<file path="src/verilog/cplc_pkg.sv">
// Purpose: Shared constants and types for the channel power and extra lane control block
// Assumes: APB data 32 bits; registers hold 8 bits in the low byte
// Notes:   Register offsets are word indices; byte address is four times the index
package cplc_pkg;

   // ======================================================================
   // Bus geometry
   localparam int          ADDR_W          = 12;
   localparam int          DATA_W          = 32;
   localparam int          REG_W           = 8;
   localparam int          IDX_LSB         = 2;
   localparam int          IDX_W           = 10;
   localparam logic [1:0]  ALIGN_OK        = 2'h0;

   // ======================================================================
   // Register indices
   localparam logic [9:0]  IDX_CHAN_PD     = 10'h209;
   localparam logic [9:0]  IDX_EXTRA_A     = 10'h20a;
   localparam logic [9:0]  IDX_EXTRA_B     = 10'h20b;
   localparam logic [9:0]  IDX_LINK_CTRL   = 10'h3f0;
   localparam logic [9:0]  IDX_LINK_MODE   = 10'h3f1;
   localparam logic [9:0]  IDX_LINK_TEST   = 10'h3f2;
   localparam logic [9:0]  IDX_STATUS      = 10'h3f3;
   localparam logic [7:0]  REG_RESET       = 8'h00;

   // ======================================================================
   // Field positions
   localparam int          PD_A_BIT        = 0;
   localparam int          PD_B_BIT        = 1;
   localparam int          EXTRA_SER_BIT   = 0;
   localparam int          CTRL_EN_BIT     = 0;
   localparam int          CTRL_BIND_A_BIT = 1;
   localparam int          CTRL_BIND_B_BIT = 2;
   localparam int          CTRL_AB_ON_A    = 3;
   localparam int          TEST_W          = 5;
   localparam int          LANES           = 8;

   // ======================================================================
   // Test pattern codes
   localparam logic [4:0]  TEST_NORMAL     = 5'h00;
   localparam logic [4:0]  TEST_ALT_RAMP   = 5'h05;
   localparam logic [4:0]  TEST_RAMP       = 5'h04;

   // ======================================================================
   // APB phase tracker
   typedef enum logic [1:0]
   {
      CPLC_IDLE   = 2'b01,
      CPLC_ACCESS = 2'b10
   } cplc_phase_t;

endpackage

</file>
<file path="src/verilog/cplc_link_if.sv">
// Purpose: Per-link lane control signals between the top and a lane controller
// Assumes: One instance per serial link
// Notes:   ctrl side drives requests, lane side answers combinationally
`timescale 1ns/100ps
interface cplc_link_if;
   logic [7:0] extra;
   logic       link_on;
   logic [7:0] mode_lanes;
   logic [4:0] test_sel;
   logic [7:0] lane_clk;
   logic [7:0] ser_en;
   logic [7:0] ramp_force;

   modport ctrl
   (
      output extra, link_on, mode_lanes, test_sel,
      input  lane_clk, ser_en, ramp_force
   );
   modport lane
   (
      input  extra, link_on, mode_lanes, test_sel,
      output lane_clk, ser_en, ramp_force
   );
endinterface

</file>
<file path="src/verilog/cplc_lane_ctrl.sv">
// Purpose: Lane clock, serializer and pattern enables for one link
// Assumes: Lane 0 is always a mode lane when the link carries data
// Notes:   Purely combinational; the top registers the results
`timescale 1ns/100ps
module cplc_lane_ctrl
   import cplc_pkg::*;
(
   cplc_link_if.lane lk
);
   logic [LANES-1:0] req;
   logic             alt_test;

   assign alt_test = (lk.test_sel == TEST_NORMAL) || (lk.test_sel == TEST_ALT_RAMP);

   genvar n;
   generate
      for (n = 0; n < LANES; n++)
      begin : g_lane
         if (n == 0)
         begin : g_base
            assign req[n] = lk.mode_lanes[n];
         end
         else
         begin : g_ext
            assign req[n] = lk.mode_lanes[n] | lk.extra[n];
         end
         assign lk.lane_clk[n]   = lk.link_on & req[n];
         assign lk.ser_en[n]     = lk.lane_clk[n] & (&req[n:0]) & (lk.mode_lanes[n] | lk.extra[EXTRA_SER_BIT]);
         assign lk.ramp_force[n] = lk.lane_clk[n] & ~lk.mode_lanes[n] & alt_test;
      end
   endgenerate
endmodule

</file>
<file path="src/verilog/cplc_chan_pwr.sv">
// Purpose: Converter channel, digital channel and link subsystem power decisions
// Assumes: Binding bit set moves a digital channel onto the other converter
// Notes:   Purely combinational; the top registers the results
`timescale 1ns/100ps
module cplc_chan_pwr
(
   input  wire logic       pd_a,
   input  wire logic       pd_b,
   input  wire logic       bind_a,
   input  wire logic       bind_b,
   input  wire logic       link_en,
   input  wire logic       ab_on_a,
   output logic            conv_a_pd,
   output logic            conv_b_pd,
   output logic            dig_a_pd,
   output logic            dig_b_pd,
   output logic            subsys_pd,
   output logic            link_a_on,
   output logic            link_b_on,
   output logic            b_undef
);
   assign conv_b_pd = pd_b;
   assign conv_a_pd = pd_a;
   assign dig_a_pd  = bind_a ? pd_b : pd_a;
   assign dig_b_pd  = bind_b ? pd_a : pd_b;
   assign subsys_pd = pd_a & pd_b;
   assign link_a_on = link_en & ~subsys_pd & (~dig_a_pd | (ab_on_a & ~dig_b_pd));
   assign link_b_on = link_en & ~subsys_pd & ~ab_on_a & ~dig_b_pd;
   assign b_undef   = link_a_on & ab_on_a & dig_b_pd;
endmodule

</file>
<file path="src/verilog/cplc_top.sv">
// Purpose: APB register bank for channel power-down and extra lane enables
// Assumes: Single clock mclk at 100 MHz; rstn asynchronous active low
// Notes:   Every transfer takes one setup and one access cycle, no waits
//
// Decided for this implementation: register access over APB.
`timescale 1ns/100ps

// What this block does
// - Channel B power-down bit powers down converter channel B.
// - Channel A power-down bit powers down converter channel A.
// - Digital channels bound to a powered-down converter are also powered down.
// - Both channels down shuts the whole serial link subsystem.
// - Combined mode on link A keeps running with B samples undefined.
// - Extra-lane bit n (n 1 to 7) enables lane n even if mode does not; bit 0 never enables lane 0.
// - Extra-lane bit turns on that lane's link-layer clocks.
// - Extra-serializer bit picks clocks only or clocks plus serializers.
// - Extra lanes take rate and mode from mode and test selections.
// - Extra-only lanes with test 0 or 5 send octet ramp.
// - Extra lanes never override power-down; link must be running.
// - Serializer n clocked only when lanes 0 to n-1 enabled.
// - Link B extra-lane register mirrors link A layout.
module cplc_top
   import cplc_pkg::*;
(
   input  wire logic              mclk,
   input  wire logic              rstn,
   input  wire logic              psel,
   input  wire logic              penable,
   input  wire logic              pwrite,
   input  wire logic [ADDR_W-1:0] paddr,
   input  wire logic [DATA_W-1:0] pwdata,
   input  wire logic [3:0]        pstrb,
   input  wire logic [7:0]        mode_lanes_a,
   input  wire logic [7:0]        mode_lanes_b,
   output logic [DATA_W-1:0]      prdata,
   output logic                   pready,
   output logic                   pslverr,
   output logic                   serial_link_enable,
   output logic [7:0]             link_mode_select,
   output logic [4:0]             link_test_pattern_select,
   output logic                   chan_a_shutdown,
   output logic                   chan_b_shutdown,
   output logic                   dig_a_shutdown,
   output logic                   dig_b_shutdown,
   output logic                   link_subsys_shutdown,
   output logic                   link_a_run,
   output logic                   link_b_run,
   output logic                   b_samples_undefined,
   output logic [7:0]             lane_clk_a,
   output logic [7:0]             ser_en_a,
   output logic [7:0]             ramp_force_a,
   output logic [7:0]             lane_clk_b,
   output logic [7:0]             ser_en_b,
   output logic [7:0]             ramp_force_b
);
   // ======================================================================
   // State
   typedef struct packed
   {
      cplc_phase_t        phase;
      logic [7:0]         chan_pd;
      logic [7:0]         extra_a;
      logic [7:0]         extra_b;
      logic [7:0]         ctrl;
      logic [7:0]         mode;
      logic [7:0]         test;
      logic [DATA_W-1:0]  prdata;
      logic               pready;
      logic               pslverr;
      logic               conv_a_pd;
      logic               conv_b_pd;
      logic               dig_a_pd;
      logic               dig_b_pd;
      logic               subsys_pd;
      logic               link_a_on;
      logic               link_b_on;
      logic               b_undef;
      logic [7:0]         lclk_a;
      logic [7:0]         ser_a;
      logic [7:0]         ramp_a;
      logic [7:0]         lclk_b;
      logic [7:0]         ser_b;
      logic [7:0]         ramp_b;
   } cplc_state_t;

   localparam cplc_state_t STATE_RESET = '{phase: CPLC_IDLE, chan_pd: REG_RESET, extra_a: REG_RESET,
                                           extra_b: REG_RESET, ctrl: REG_RESET, mode: REG_RESET,
                                           test: REG_RESET, default: '0};

   cplc_state_t         state_reg;
   cplc_state_t         state_next;
   cplc_link_if         lk_a();
   cplc_link_if         lk_b();
   logic                c_conv_a_pd;
   logic                c_conv_b_pd;
   logic                c_dig_a_pd;
   logic                c_dig_b_pd;
   logic                c_subsys_pd;
   logic                c_link_a_on;
   logic                c_link_b_on;
   logic                c_b_undef;
   logic [IDX_W-1:0]    idx;
   logic                hit;
   logic [REG_W-1:0]    rd_byte;
   logic [REG_W-1:0]    status;

   // ======================================================================
   // Power and lane logic
   cplc_chan_pwr u_pwr
   (
      .pd_a      (state_reg.chan_pd[PD_A_BIT]),
      .pd_b      (state_reg.chan_pd[PD_B_BIT]),
      .bind_a    (state_reg.ctrl[CTRL_BIND_A_BIT]),
      .bind_b    (state_reg.ctrl[CTRL_BIND_B_BIT]),
      .link_en   (state_reg.ctrl[CTRL_EN_BIT]),
      .ab_on_a   (state_reg.ctrl[CTRL_AB_ON_A]),
      .conv_a_pd (c_conv_a_pd),
      .conv_b_pd (c_conv_b_pd),
      .dig_a_pd  (c_dig_a_pd),
      .dig_b_pd  (c_dig_b_pd),
      .subsys_pd (c_subsys_pd),
      .link_a_on (c_link_a_on),
      .link_b_on (c_link_b_on),
      .b_undef   (c_b_undef)
   );

   assign lk_a.extra      = state_reg.extra_a;
   assign lk_a.link_on    = c_link_a_on;
   assign lk_a.mode_lanes = mode_lanes_a;
   assign lk_a.test_sel   = state_reg.test[TEST_W-1:0];
   assign lk_b.extra      = state_reg.extra_b;
   assign lk_b.link_on    = c_link_b_on;
   assign lk_b.mode_lanes = mode_lanes_b;
   assign lk_b.test_sel   = state_reg.test[TEST_W-1:0];

   cplc_lane_ctrl u_lane_a
   (
      .lk (lk_a.lane)
   );

   cplc_lane_ctrl u_lane_b
   (
      .lk (lk_b.lane)
   );

   // ======================================================================
   // Register decode
   assign idx    = paddr[ADDR_W-1:IDX_LSB];
   assign status = {2'h0, c_b_undef, c_link_b_on, c_link_a_on, c_subsys_pd, c_conv_b_pd, c_conv_a_pd};

   always_comb
   begin
      hit     = (paddr[IDX_LSB-1:0] == ALIGN_OK);
      rd_byte = REG_RESET;
      unique case (idx)
         IDX_CHAN_PD:   rd_byte = state_reg.chan_pd;
         IDX_EXTRA_A:   rd_byte = state_reg.extra_a;
         IDX_EXTRA_B:   rd_byte = state_reg.extra_b;
         IDX_LINK_CTRL: rd_byte = state_reg.ctrl;
         IDX_LINK_MODE: rd_byte = state_reg.mode;
         IDX_LINK_TEST: rd_byte = state_reg.test;
         IDX_STATUS:    rd_byte = status;
         default:       hit = 1'b0;
      endcase
   end

   // ======================================================================
   // Next state
   always_comb
   begin
      state_next = state_reg;
      unique case (state_reg.phase)
         CPLC_IDLE:
         begin
            // Read data sampled in setup so prdata comes from a flop
            if (psel && !penable)
            begin
               state_next.phase   = CPLC_ACCESS;
               state_next.pready  = 1'b1;
               state_next.pslverr = ~hit;
               state_next.prdata  = (hit && !pwrite) ? {24'h000000, rd_byte} : '0;
            end
         end
         CPLC_ACCESS:
         begin
            state_next.phase   = CPLC_IDLE;
            state_next.pready  = 1'b0;
            state_next.pslverr = 1'b0;
            // Writes are accepted even with the link enabled; software owns that ordering
            // relies on software
            if (psel && penable && pwrite && hit && pstrb[0])
            begin
               unique case (idx)
                  IDX_CHAN_PD:   state_next.chan_pd = pwdata[REG_W-1:0];
                  IDX_EXTRA_A:   state_next.extra_a = pwdata[REG_W-1:0];
                  IDX_EXTRA_B:   state_next.extra_b = pwdata[REG_W-1:0];
                  IDX_LINK_CTRL: state_next.ctrl    = pwdata[REG_W-1:0];
                  IDX_LINK_MODE: state_next.mode    = pwdata[REG_W-1:0];
                  IDX_LINK_TEST: state_next.test    = pwdata[REG_W-1:0];
                  default:       state_next.test    = state_reg.test;
               endcase
            end
         end
         default:
         begin
            state_next.phase  = CPLC_IDLE;
            state_next.pready = 1'b0;
         end
      endcase
      state_next.conv_a_pd = c_conv_a_pd;
      state_next.conv_b_pd = c_conv_b_pd;
      state_next.dig_a_pd  = c_dig_a_pd;
      state_next.dig_b_pd  = c_dig_b_pd;
      state_next.subsys_pd = c_subsys_pd;
      state_next.link_a_on = c_link_a_on;
      state_next.link_b_on = c_link_b_on;
      state_next.b_undef   = c_b_undef;
      state_next.lclk_a    = lk_a.lane_clk;
      state_next.ser_a     = lk_a.ser_en;
      state_next.ramp_a    = lk_a.ramp_force;
      state_next.lclk_b    = lk_b.lane_clk;
      state_next.ser_b     = lk_b.ser_en;
      state_next.ramp_b    = lk_b.ramp_force;
   end

   always_ff @(posedge mclk or negedge rstn)
   begin
      if (!rstn)
         state_reg <= STATE_RESET;
      else
         state_reg <= state_next;
   end

   // ======================================================================
   // Outputs
   assign prdata                   = state_reg.prdata;
   assign pready                   = state_reg.pready;
   assign pslverr                  = state_reg.pslverr;
   assign serial_link_enable       = state_reg.ctrl[CTRL_EN_BIT];
   assign link_mode_select         = state_reg.mode;
   assign link_test_pattern_select = state_reg.test[TEST_W-1:0];
   assign chan_a_shutdown          = state_reg.conv_a_pd;
   assign chan_b_shutdown          = state_reg.conv_b_pd;
   assign dig_a_shutdown           = state_reg.dig_a_pd;
   assign dig_b_shutdown           = state_reg.dig_b_pd;
   assign link_subsys_shutdown     = state_reg.subsys_pd;
   assign link_a_run               = state_reg.link_a_on;
   assign link_b_run               = state_reg.link_b_on;
   assign b_samples_undefined      = state_reg.b_undef;
   assign lane_clk_a               = state_reg.lclk_a;
   assign ser_en_a                 = state_reg.ser_a;
   assign ramp_force_a             = state_reg.ramp_a;
   assign lane_clk_b               = state_reg.lclk_b;
   assign ser_en_b                 = state_reg.ser_b;
   assign ramp_force_b             = state_reg.ramp_b;
endmodule

</file>
<file path="config.mk">
export PLATFORM = sky130hd
export DESIGN_NAME = cplc_top
export DESIGN_NICKNAME = d
export VERILOG_FILES = /design/src/verilog/cplc_pkg.sv /design/src/verilog/cplc_link_if.sv /design/src/verilog/cplc_lane_ctrl.sv /design/src/verilog/cplc_chan_pwr.sv /design/src/verilog/cplc_top.sv
export SDC_FILE = /design/constraint.sdc
export NUM_CORES = 1
export LEC_CHECK = 0
export ABC_CLOCK_PERIOD_IN_PS = 1800
export BUFFER_PORTS_ARGS = -buffer_cell sky130_fd_sc_hd__buf_2
export CAP_MARGIN = 20
export CORE_ASPECT_RATIO = 0.6
export CORE_MARGIN = 3
export CORE_UTILIZATION = 46
export CTS_CLUSTER_DIAMETER = 50
export CTS_CLUSTER_SIZE = 24
export DETAILED_ROUTE_END_ITERATION = 7
export PLACE_DENSITY = 0.8
export SETUP_SLACK_MARGIN = 0.2
export SYNTH_ARGS = -nofsm -noshare
export SYNTH_HDL_FRONTEND = slang
export SYNTH_SLANG_ARGS = --single-unit
</file>
<file path="constraint.sdc">
create_clock -name mclk -period 1.8 [get_ports mclk]
set_input_delay 0.18 -clock mclk [delete_from_list [all_inputs] [get_ports mclk]]
set_output_delay 0.18 -clock mclk [all_outputs]
set_load 0.03 [all_outputs]
</file>
==> results of run 1 <==
==> metal layers <==
layer | up-vias | track usage [%]
met2 | 165 | 32.7
met4 | 2 | 5.71
met3 | 18 | 7.41
met1 | 1984 | 31.2
met5 | - | 0
li1 | 1758 | -
==> cell families after synthesis <==
family | count (synthesis) | synth area share [%]
XOR/XNOR | 1 | 0.161
AND/OR/NAND/NOR | 120 | 12.1
buffers and inverters | 113 | 14.3
AO/OA/AOI/OAI | 49 | 6.54
other | 1 | 0.0690
multiplexers | 65 | 13.9
flip-flops | 115 | 53.0
==> stage by stage <==
step | total power [uW] | hold WS [ns]
global placement | 2960 | 0.174
detailed placement | 2970 | 0.180
global route | 6620 | 0.0118
finish | 6370 | 0.0333
floorplan | 2840 | -0.116
CTS | 6390 | 0.00285
==> cell usage in the layout (no fill, tap or decap), drive strengths merged, types with 3 or more instances in the layout <==
cell	n
nor2	50
a22oi	6
o21ai	8
and2	6
mux2i	6
nand4	4
a21oi	10
nor3b	13
o2bb2ai	4
conb	26
a22o	7
dlygate4sd3	15
nand4bb	3
a32oi	3
nor2b	5
nand2	12
dfrtp	114
buf	172
inv	7
nand3	6
clkbuf	24
bufinv	3
nor3	5
mux2	57
nor4	4
==> cell type report <==
cell class,count,area (sq um),area share (%)
Clock buffer,24,492,6.90
Sequential cell,115,2880,40.4
Inverter,7,28.8,0.404
Multi-Input combinational cell,261,2210,31.1
Clock inverter,5,100,1.40
Timing Repair Buffer,187,1210,17.0
Tap cell,160,200,2.81
==> Yosys cell counts (5+ instances only) <==
master	count	area, sq um
dfrtp_1	114	2850
buf_4	93	698
mux2_2	56	631
nor2_1	50	188
nor3b_1	13	97.6
nand2_1	12	45.0
a21oi_1	10	50.1
clkbuf_1	9	33.8
o21ai_0	8	40.0
a22o_1	7	61.3
inv_1	7	26.3
a22oi_1	6	45.0
and2_1	6	37.5
mux2i_1	6	60.1
nand3_1	5	25.0
nor2b_1	5	31.3
==> what timing repair did <==
action                                  4_1_cts  5_1_grt
pin swaps                                     9       22
hold buffers                                 15        0
resized for setup                            45       40
endpoints found under the setup margin       59       88
hold endpoints to repair                     47        0
setup buffers                                10        7
==> power by group through the flow <==
stage / combinational (uW) / sequential, uW / clock, uW
after floorplan: 186 / 2660 / 0
after global placement: 314 / 2650 / 0
after detailed placement: 326 / 2650 / 0
after CTS: 361 / 2610 / 3420
after global routing: 425 / 2600 / 3590
final: 391 / 2610 / 3370
==> how the worst min path moves through the flow <==
| stage | endpoint | slack [ns] | cells after the start |
|---|---|---|---|
| after CTS | ser_en_b[0] | 0.003 | 2 |
| final | ser_en_b[0] | 0.03 | 2 |
| after detailed placement | state_reg[131] | 0.18 | 1 |
| after global placement | state_reg[131] | 0.17 | 1 |
| after global routing | ser_en_b[0] | 0.01 | 2 |
| after floorplan | b_samples_undefined | -0.12 | 0 |
==> impl_results.md, run 1 <==
* Mean Syn Cell Area at 11.7 sq um
* Placed cells at around 700
* Max reg flops at 20
* DR top layer: met5
* Status: finished, violations left
* Slack of the worst reg-to-reg path at -0.01 ns
* Crit path buf inv count at 0
* Worst slew margin at between 60% and 70%
* Internal Power at ~5000 uW
* Met1 Wirelength at ~6500 microns
* Synth-to-Final Area Change at 31.1%
* Violated checks: setup timing
* CP endpoint kind: flip-flop
* Height of the chip at 90.2 microns
* Critical path startpoint: state_reg[108]
* Met3 WL at 1080 microns
* # clock sinks at 115
* RSZ-0062 raised after global routing: yes
* Post-synth EDFFs at 0
* First-pass GRT wire length at 22500 microns
* Final Skew at roughly 0.0064 ns
* Port bufs at 121
* Largest net degree at the start of global routing at 48
* Final worst-path cycle share at 101%
* Vias post-DR at 3927
* Die footprint at 13200 sq um
* Post-Route WL at 14300 microns
* Maximum clock rate at 552 MHz
* Met2 WL post-DR at 6560 microns
* Net Sw Frac at 21.3%
* Ys Warns at 0
* Final count of pins violating max slew at 0
* Core area at 11400 sq um
* Num rows at 30
* Cell area after layout at ~7000 sq um
* Hold Vio Cnt, Final at 0
* WL/cell at 18.8 microns
* Setup WS post-layout at -0.0111 ns
* Comb power frac at 6.1%
* Grt total ovfl at 0
* # setup viols final at 1
* Root buffer cell: clkbuf_16
* Max Cap Viol at 0
* Number of synthesized register bits at 115
* CTS buffer count at 17
* Share of layout cells above drive strength 1 at 52.8%
* Initial core utilization at between 40 and 50%
* Worst flop-to-flop path startpoint: state_reg[108]
* Via-to-Cell Ratio at roughly 5.2
* Synth Instances at 464
* Worst Tran Pin Value at 0.552 ns
* Worst Hold Launch: mode_lanes_b[0]
* Sequential area share after synthesis at 53.0%
* Hold Crit Class: in -> reg
* Leakage Power at approximately 0.0037 uW
* GRT Util Overall at 22.0%
* Critical Path Stages at 4
* Synth cell types at about 50
* Seq pwr share at 40.9%
* Ys flop type: dfrtp_1
* Crit path DAT at 2.14 ns
* Max Root-Sink Buffers at 2
* Peak supply drop at 0.675 mV
* Post-DRT Antenna Nets at 0
* Fillers at about 900
* Die W at ~150 microns
* Post-place instance area at 5870 sq um
* Startpoint types: flip-flop
* Finished Core Util at between 60% and 70%
* Clk slew on worst S/H paths at ~0.050 ns
* Setup crit end: ser_en_b[7]
* First DRT Iteration DRCs at 225
* DRC Markers at 0
* Ys async rst share at between 90% and 100%
* Crit path cell chain: mux2_4, or4_4, or3_4, nor3_2
* CP top delay family: simple AND/OR/NAND/NOR gates
* Crit Path Class: reg -> reg
* Clk pwr share at 52.9%
* CTS H-tree depth at 4
* DP Worst Slack at -0.126 ns
* Fin nets at 658
* Power density cells at 894 nW/um^2
* Drt pass-1 iters at 5
* Antenna violations before repair at 1
* CP Max Fanout at 3
* Non-Filler Instances at 759
* WP data required at 2.13 ns
* IO Pins at 173
* Crit-path slowest cell: or4_4
* Cell Area, Synth at between 5000 and 6000 sq um
* CTS tree: yes
* Antenna Diode Count at 0
* HPWL Detailed at slightly below 10000 microns
* Final setup TNS at -0.0111 ns
* Vias in the first global route at 4026
* FF-to-FF End: ser_en_b[7]
* Gpl congestion at 0.862
* Min cycle time layout at between 1.5 and 2 ns
* Worst-Skew Late Latency at 0.40 ns
* Max incr delay on CP at 0.53 ns
* Reg2reg path depth at 4
* Net Switching at 1360 uW
(Power assumes the default switching activity.)
==> run 2: changes to the inputs <==
PLACE_DENSITY = 0.76   (was 0.8)
==> run 2 against run 1 <==
The run still ends with setup timing left. Combinational power fell by 4%. Clock-buffer cell count shrank 3. Non-clock buffer count unchanged. Flip-flop and latch count unchanged. Cell count is 0.26% higher. Power is 1.1% higher. Sequential power about the same. Sequential share of layout area is 0.078 points higher. Design area decreased by 0.19%. Core utilization fell by 0.12 points. Worst hold slack improved by 0.016 ns. Critical endpoint is now ser_en_b[6]. Largest cell class unchanged. Highest routed layer is now met4.
==> impl_results.md, run 2 (same netlist as run 1, synthesis figures left out) <==
* Status: finished, violations left
* Violated checks: setup timing
* Antenna Diode Count at 0
* HPWL Detailed at 9720 microns
* FF-to-FF End: ser_en_b[6]
* Worst slew margin at 57.1%
* Slack of the worst reg-to-reg path at -0.02 ns
* Most frequent cells in the layout: buf_2, dfrtp_1, mux2_2
* Reg2reg path depth at 4
* Max Root-Sink Buffers at 2
* Die footprint at 13200 sq um
* Vias in the first global route at 4149
* CTS H-tree depth at 4
* Crit path cell chain: mux2_4, or4_4, or3_4, nor2_1
* Hold Vio Cnt, Final at 0
* Min cycle time layout at between 1.5 and 2 ns
* Worst-Skew Late Latency at 0.41 ns
* Share of layout cells above drive strength 1 at between 50% and 60%
* Post-DRT Antenna Nets at 0
* Height of the chip at 90.2 microns
* GRT Util Overall at 21.7%
* Gpl congestion at 0.929
* Port bufs at 121
* Hold Path End: lane_clk_b[2]
* Core area at 11400 sq um
* Placed cells at 700
* Final count of pins violating max slew at 0
* # setup viols final at 3
* CTS tree: yes
* Max Cap Viol at 0
* IO Pins at 173
* Max reg flops at 20
* CP Max Fanout at 3
* Peak supply drop at about 0.62 mV
* Grt total ovfl at 0
* WL/cell at approximately 19 microns
* CP endpoint kind: flip-flop
* First DRT Iteration DRCs at 276
* RSZ-0062 raised after global routing: yes
* CTS buffer count at 17
* Final worst-path cycle share at 101%
* Leakage Power at approximately 0.0037 uW
* Setup WS post-layout at -0.0211 ns
* Worst Tran Pin Value at 0.641 ns
* Crit path DAT at 2.16 ns
* Initial core utilization at a little under half
* Max incr delay on CP at roughly 0.54 ns
* Die W at 146 microns
* Commonest non-fill, non-tap cell in the layout: buf_2
* Clk slew on worst S/H paths at about 0.050 ns
* Via-to-Cell Ratio at ~5
* Root buffer cell: clkbuf_16
* Post-Route WL at 14100 microns
* Final setup TNS at -0.0469 ns
* Antenna violations before repair at 0
* Non-Filler Instances at 761
* Vias post-DR at slightly below 4000
* Hold Crit Class: in -> reg
* Num rows at 30
* Drt pass-1 iters at 5
* Worst flop-to-flop path startpoint: state_reg[108]
* WP data required at 2.14 ns
* DRC Markers at 0
* Worst Hold Depth at 3
* Startpoint types: flip-flop
* Largest net degree at the start of global routing at 55
* Crit Path Class: reg -> reg
* # clock sinks at 115
* Synth-to-Final Area Change at 30.9%
* First-pass GRT wire length at ~22000 microns
* Worst Hold Launch: mode_lanes_b[2]
* Fin nets at 658
* Final Skew at 0.00983 ns
* Maximum clock rate at 549 MHz
* Pwr Total at 6450 uW
* DP Worst Slack at -0.116 ns
* Power density cells at 906 nW/um^2
* Crit-path slowest cell: or4_4
## run 2: cell types whose count changed in the layout (fill, tap and decap cells not counted), sizes merged
cell,before,now
buf,172,171
clkbuf,24,21
clkinv,2,5
clkinvlp,0,2
dlygate4sd3,15,16
## run 2: worst max-delay path by stage
stage | from | to | cells after the start
floorplan | state_reg[108] | ser_en_b[7] | 4
detailed placement | paddr[7] | lk_a.extra[7] | 5
finish | state_reg[108] | ser_en_b[6] | 4
global placement | paddr[7] | lk_a.extra[7] | 5
global route | state_reg[108] | ser_en_b[6] | 4
CTS | state_reg[108] | ser_en_b[7] | 4
## run 2: report_power, final
group | total (uW) | switching, uW | internal, uW | leakage [uW]
Combinational | 376 | 260 | 116 | 0.00179
Clock | 3470 | 1170 | 2300 | 0.000300
Sequential | 2600 | 5.27 | 2600 | 0.00159
Total | 6450 | 1430 | 5010 | 0.00368
## run 2: repair_timing
| action | in CTS | in global routing |
|---|---|---|
| gates resized for setup | 46 | 26 |
| pin swaps | 17 | 17 |
| setup buffers | 7 | 7 |
| endpoints found under the setup margin | 73 | 79 |
| endpoints found under the hold margin | 42 | 0 |
| hold buffers | 16 | 0 |
## run 2: cell type report
class / instances / area [sq um]
Multi-Input combinational cell: 261 / 2180
Tap cell: 160 / 200
Fill cell: 945 / 4300
Clock buffer: 21 / 480
Timing Repair Buffer: 187 / 1210
Clock inverter: 10 / 130
Sequential cell: 115 / 2880
Inverter: 7 / 31.3
## run 2: stage by stage
step | hold slack, ns | cell area, sq um | utilization (%)
3_5_place_dp | 0.145 | 5890 | 51.6
2_1_floorplan | -0.116 | 5550 | -
4_1_cts | 0.00506 | 6930 | 60.7
6_report | 0.0488 | 7110 | 62.3
5_1_grt | 0.0445 | 7110 | 62.3
3_3_place_gp | 0.132 | 5890 | 51.6
## run 2: per-layer routing
metal / up-vias / track usage, % / routed length, microns
li1: 1753 / - / -
met1: 1920 / 30.5 / 6470
met2: 147 / 32.5 / 6390
met3: 22 / 6.75 / 1030
met4: 0 / 6.65 / 204
met5: - / 0 / 0
## run 2: critical path, delay by kind of cell (launching register included)
| family | cells | cell delay [ns] |
|---|---|---|
| flip-flops | 1 | 0.39 |
| multiplexers | 1 | 0.33 |
| AND/OR/NAND/NOR | 3 | 1.03 |
==> run 3: changes to the inputs <==
TNS_END_PERCENT = 1   (was not set)
==> run 3 against run 2 <==
The flow still finishes with violations (setup timing). Clock skew shrank 0.0036 ns. Design area is essentially flat. Cell count shrank 1.7%. Worst hold slack lost 0.012 ns. Setup slack lost 0.021 ns. Non-clock buffer count shrank 13. Critical path depth is the same. Combinational power is essentially flat. Critical path type unchanged. Clock power is essentially flat.
==> impl_results.md, run 3 (same netlist as run 1, synthesis figures left out) <==
* Clk slew on worst S/H paths at 0.05 ns
* Drt pass-1 iters at 4
* Final worst-path cycle share at 102%
* Synth-to-Final Area Change at 30.8%
* First DRT Iteration DRCs at 313
* Leakage Power at 0.00375 uW
* Largest net degree at the start of global routing at 46
* WL/cell at roughly 18 microns
* Worst Tran Pin Value at 0.666 ns
* CP endpoint kind: flip-flop
* WP data required at 2.13 ns
* Max Root-Sink Buffers at 2
* Crit-path slowest cell: or4_4
* Antenna violations before repair at 0
* Finished Core Util at 62.3%
* Height of the chip at 90.2 microns
* Num rows at 30
* Final setup TNS at -0.0638 ns
* Peak supply drop at 0.642 mV
* Power density cells at 907 nW/um^2
* Startpoint types: flip-flop
* # clock sinks at 115
* DP Worst Slack at -0.0559 ns
* Hold Crit Class: in -> reg
* Fin nets at 645
* HPWL Detailed at 9410 microns
* Via-to-Cell Ratio at roughly 5
* CTS H-tree depth at 4
* Die footprint at 13200 sq um
* Commonest non-fill, non-tap cell in the layout: buf_2
* Port bufs at 121
* Placed cells at 699
* Max reg flops at 20
* # setup viols final at 3
* Max incr delay on CP at 0.55 ns
* Setup WS post-layout at -0.0421 ns
* Violated checks: setup timing
* Grt total ovfl at 0
* Initial core utilization at between 40% and 50%
* Worst slew margin at 55.5%
* Gpl congestion at between 0.8 and 0.9
* Status: finished, violations left
* Maximum clock rate at between 500 and 600 MHz
* Post-DRT Antenna Nets at 0
* Crit Path Class: reg -> reg
* Core area at 11400 sq um
* Vias post-DR at 3854
* RSZ-0062 raised after global routing: yes
* IO Pins at approximately 170
* Hold Vio Cnt, Final at 0
* Worst-Skew Late Latency at 0.41 ns
* Die W at 146 microns
* Vias in the first global route at 4039
* Crit path cell chain: mux2_4, or4_4, or3_4, nor3_2
* Non-Filler Instances at 748
* GRT Util Overall at 21.1%
* DRC Markers at 0
* Final Skew at 0.00620 ns
* Min cycle time layout at 1.84 ns
* First-pass GRT wire length at 21800 microns
* Max Cap Viol at 0
* Root buffer cell: clkbuf_16
* CTS buffer count at 17
* Final count of pins violating max slew at 0
* Post-Route WL at 13600 microns
* Most frequent cells in the layout: buf_2, dfrtp_1, nor2_1
* Antenna Diode Count at 0
* CTS tree: yes
* Crit path DAT at about 2.2 ns
* Share of layout cells above drive strength 1 at between 40% and 50%
* CP Max Fanout at 5
[run 3: cell types whose count changed in the layout (fill, tap and decap cells not counted), moves of 8 or more]
cell	change
buf_4	-13
mux2_2	-47
mux2_4	+47
nor2_1	+10
nor2_2	-8
[run 3: worst paths after layout]
path | startpoint | end | slack (ns) | cells after the start
setup reg to reg | state_reg[108] | ser_en_b[7] | -0.04 | 4
min in group asynchronous | rstn | lane_clk_b[0] | 0.29 | 2
max in group asynchronous | rstn | state_reg[138] | 0.87 | 3
hold reg to reg | prdata[6] | prdata[6] | 0.49 | 2
setup / recovery | state_reg[108] | ser_en_b[7] | -0.04 | 4
hold / removal | mode_lanes_b[0] | lane_clk_b[0] | 0.04 | 2
[run 3: through the flow]
stage / area (sq um) / hold WS [ns] / power, uW
after floorplan: 5540 / -0.116 / 2840
after global placement: 5880 / 0.164 / 2960
after detailed placement: 5880 / 0.186 / 2970
after CTS: 6940 / 0.0259 / 6490
after global routing: 7110 / 0.0308 / 6670
final: 7110 / 0.0363 / 6450
[run 3: layout make-up]
cell class              count  area (sq um)
clock buffers              20           447
clock inverters            11           160
fillers                   895          4300
inverters                   7          26.3
multi-input cells         261          2260
flip-flops and latches    115          2880
well taps                 160           200
repair buffers            174          1140
[run 3: what timing repair did]
item / CTS / global route
buffers inserted: 0 / 2
gates resized for setup: 72 / 34
endpoints found under the setup margin: 70 / 76
hold buffers: 16 / 0
pin swaps: 11 / 10
endpoints found under the hold margin: 49 / 0
[run 3: power breakdown]
group / switching, uW / leakage (uW) / internal, uW
clock: 1140 / 0.000295 / 2330
combinational: 256 / 0.00187 / 117
sequential: 7.00 / 0.00159 / 2600
total: 1410 / 0.00375 / 5040
[run 3: routing by layer]
layer | routed length, microns | track usage (%) | share of wire [%]
met5 | 0 | 0 | 0
met4 | 195 | 6.42 | 1.4
met3 | 897 | 7.36 | 6.6
met2 | 6120 | 30.8 | 45
met1 | 6340 | 29.8 | 47
[run 3: critical path: cells and delay by family (launching register included)]
kind | cells | cell delay, ns
simple gates | 3 | 1.03
mux | 1 | 0.35
flops | 1 | 0.39
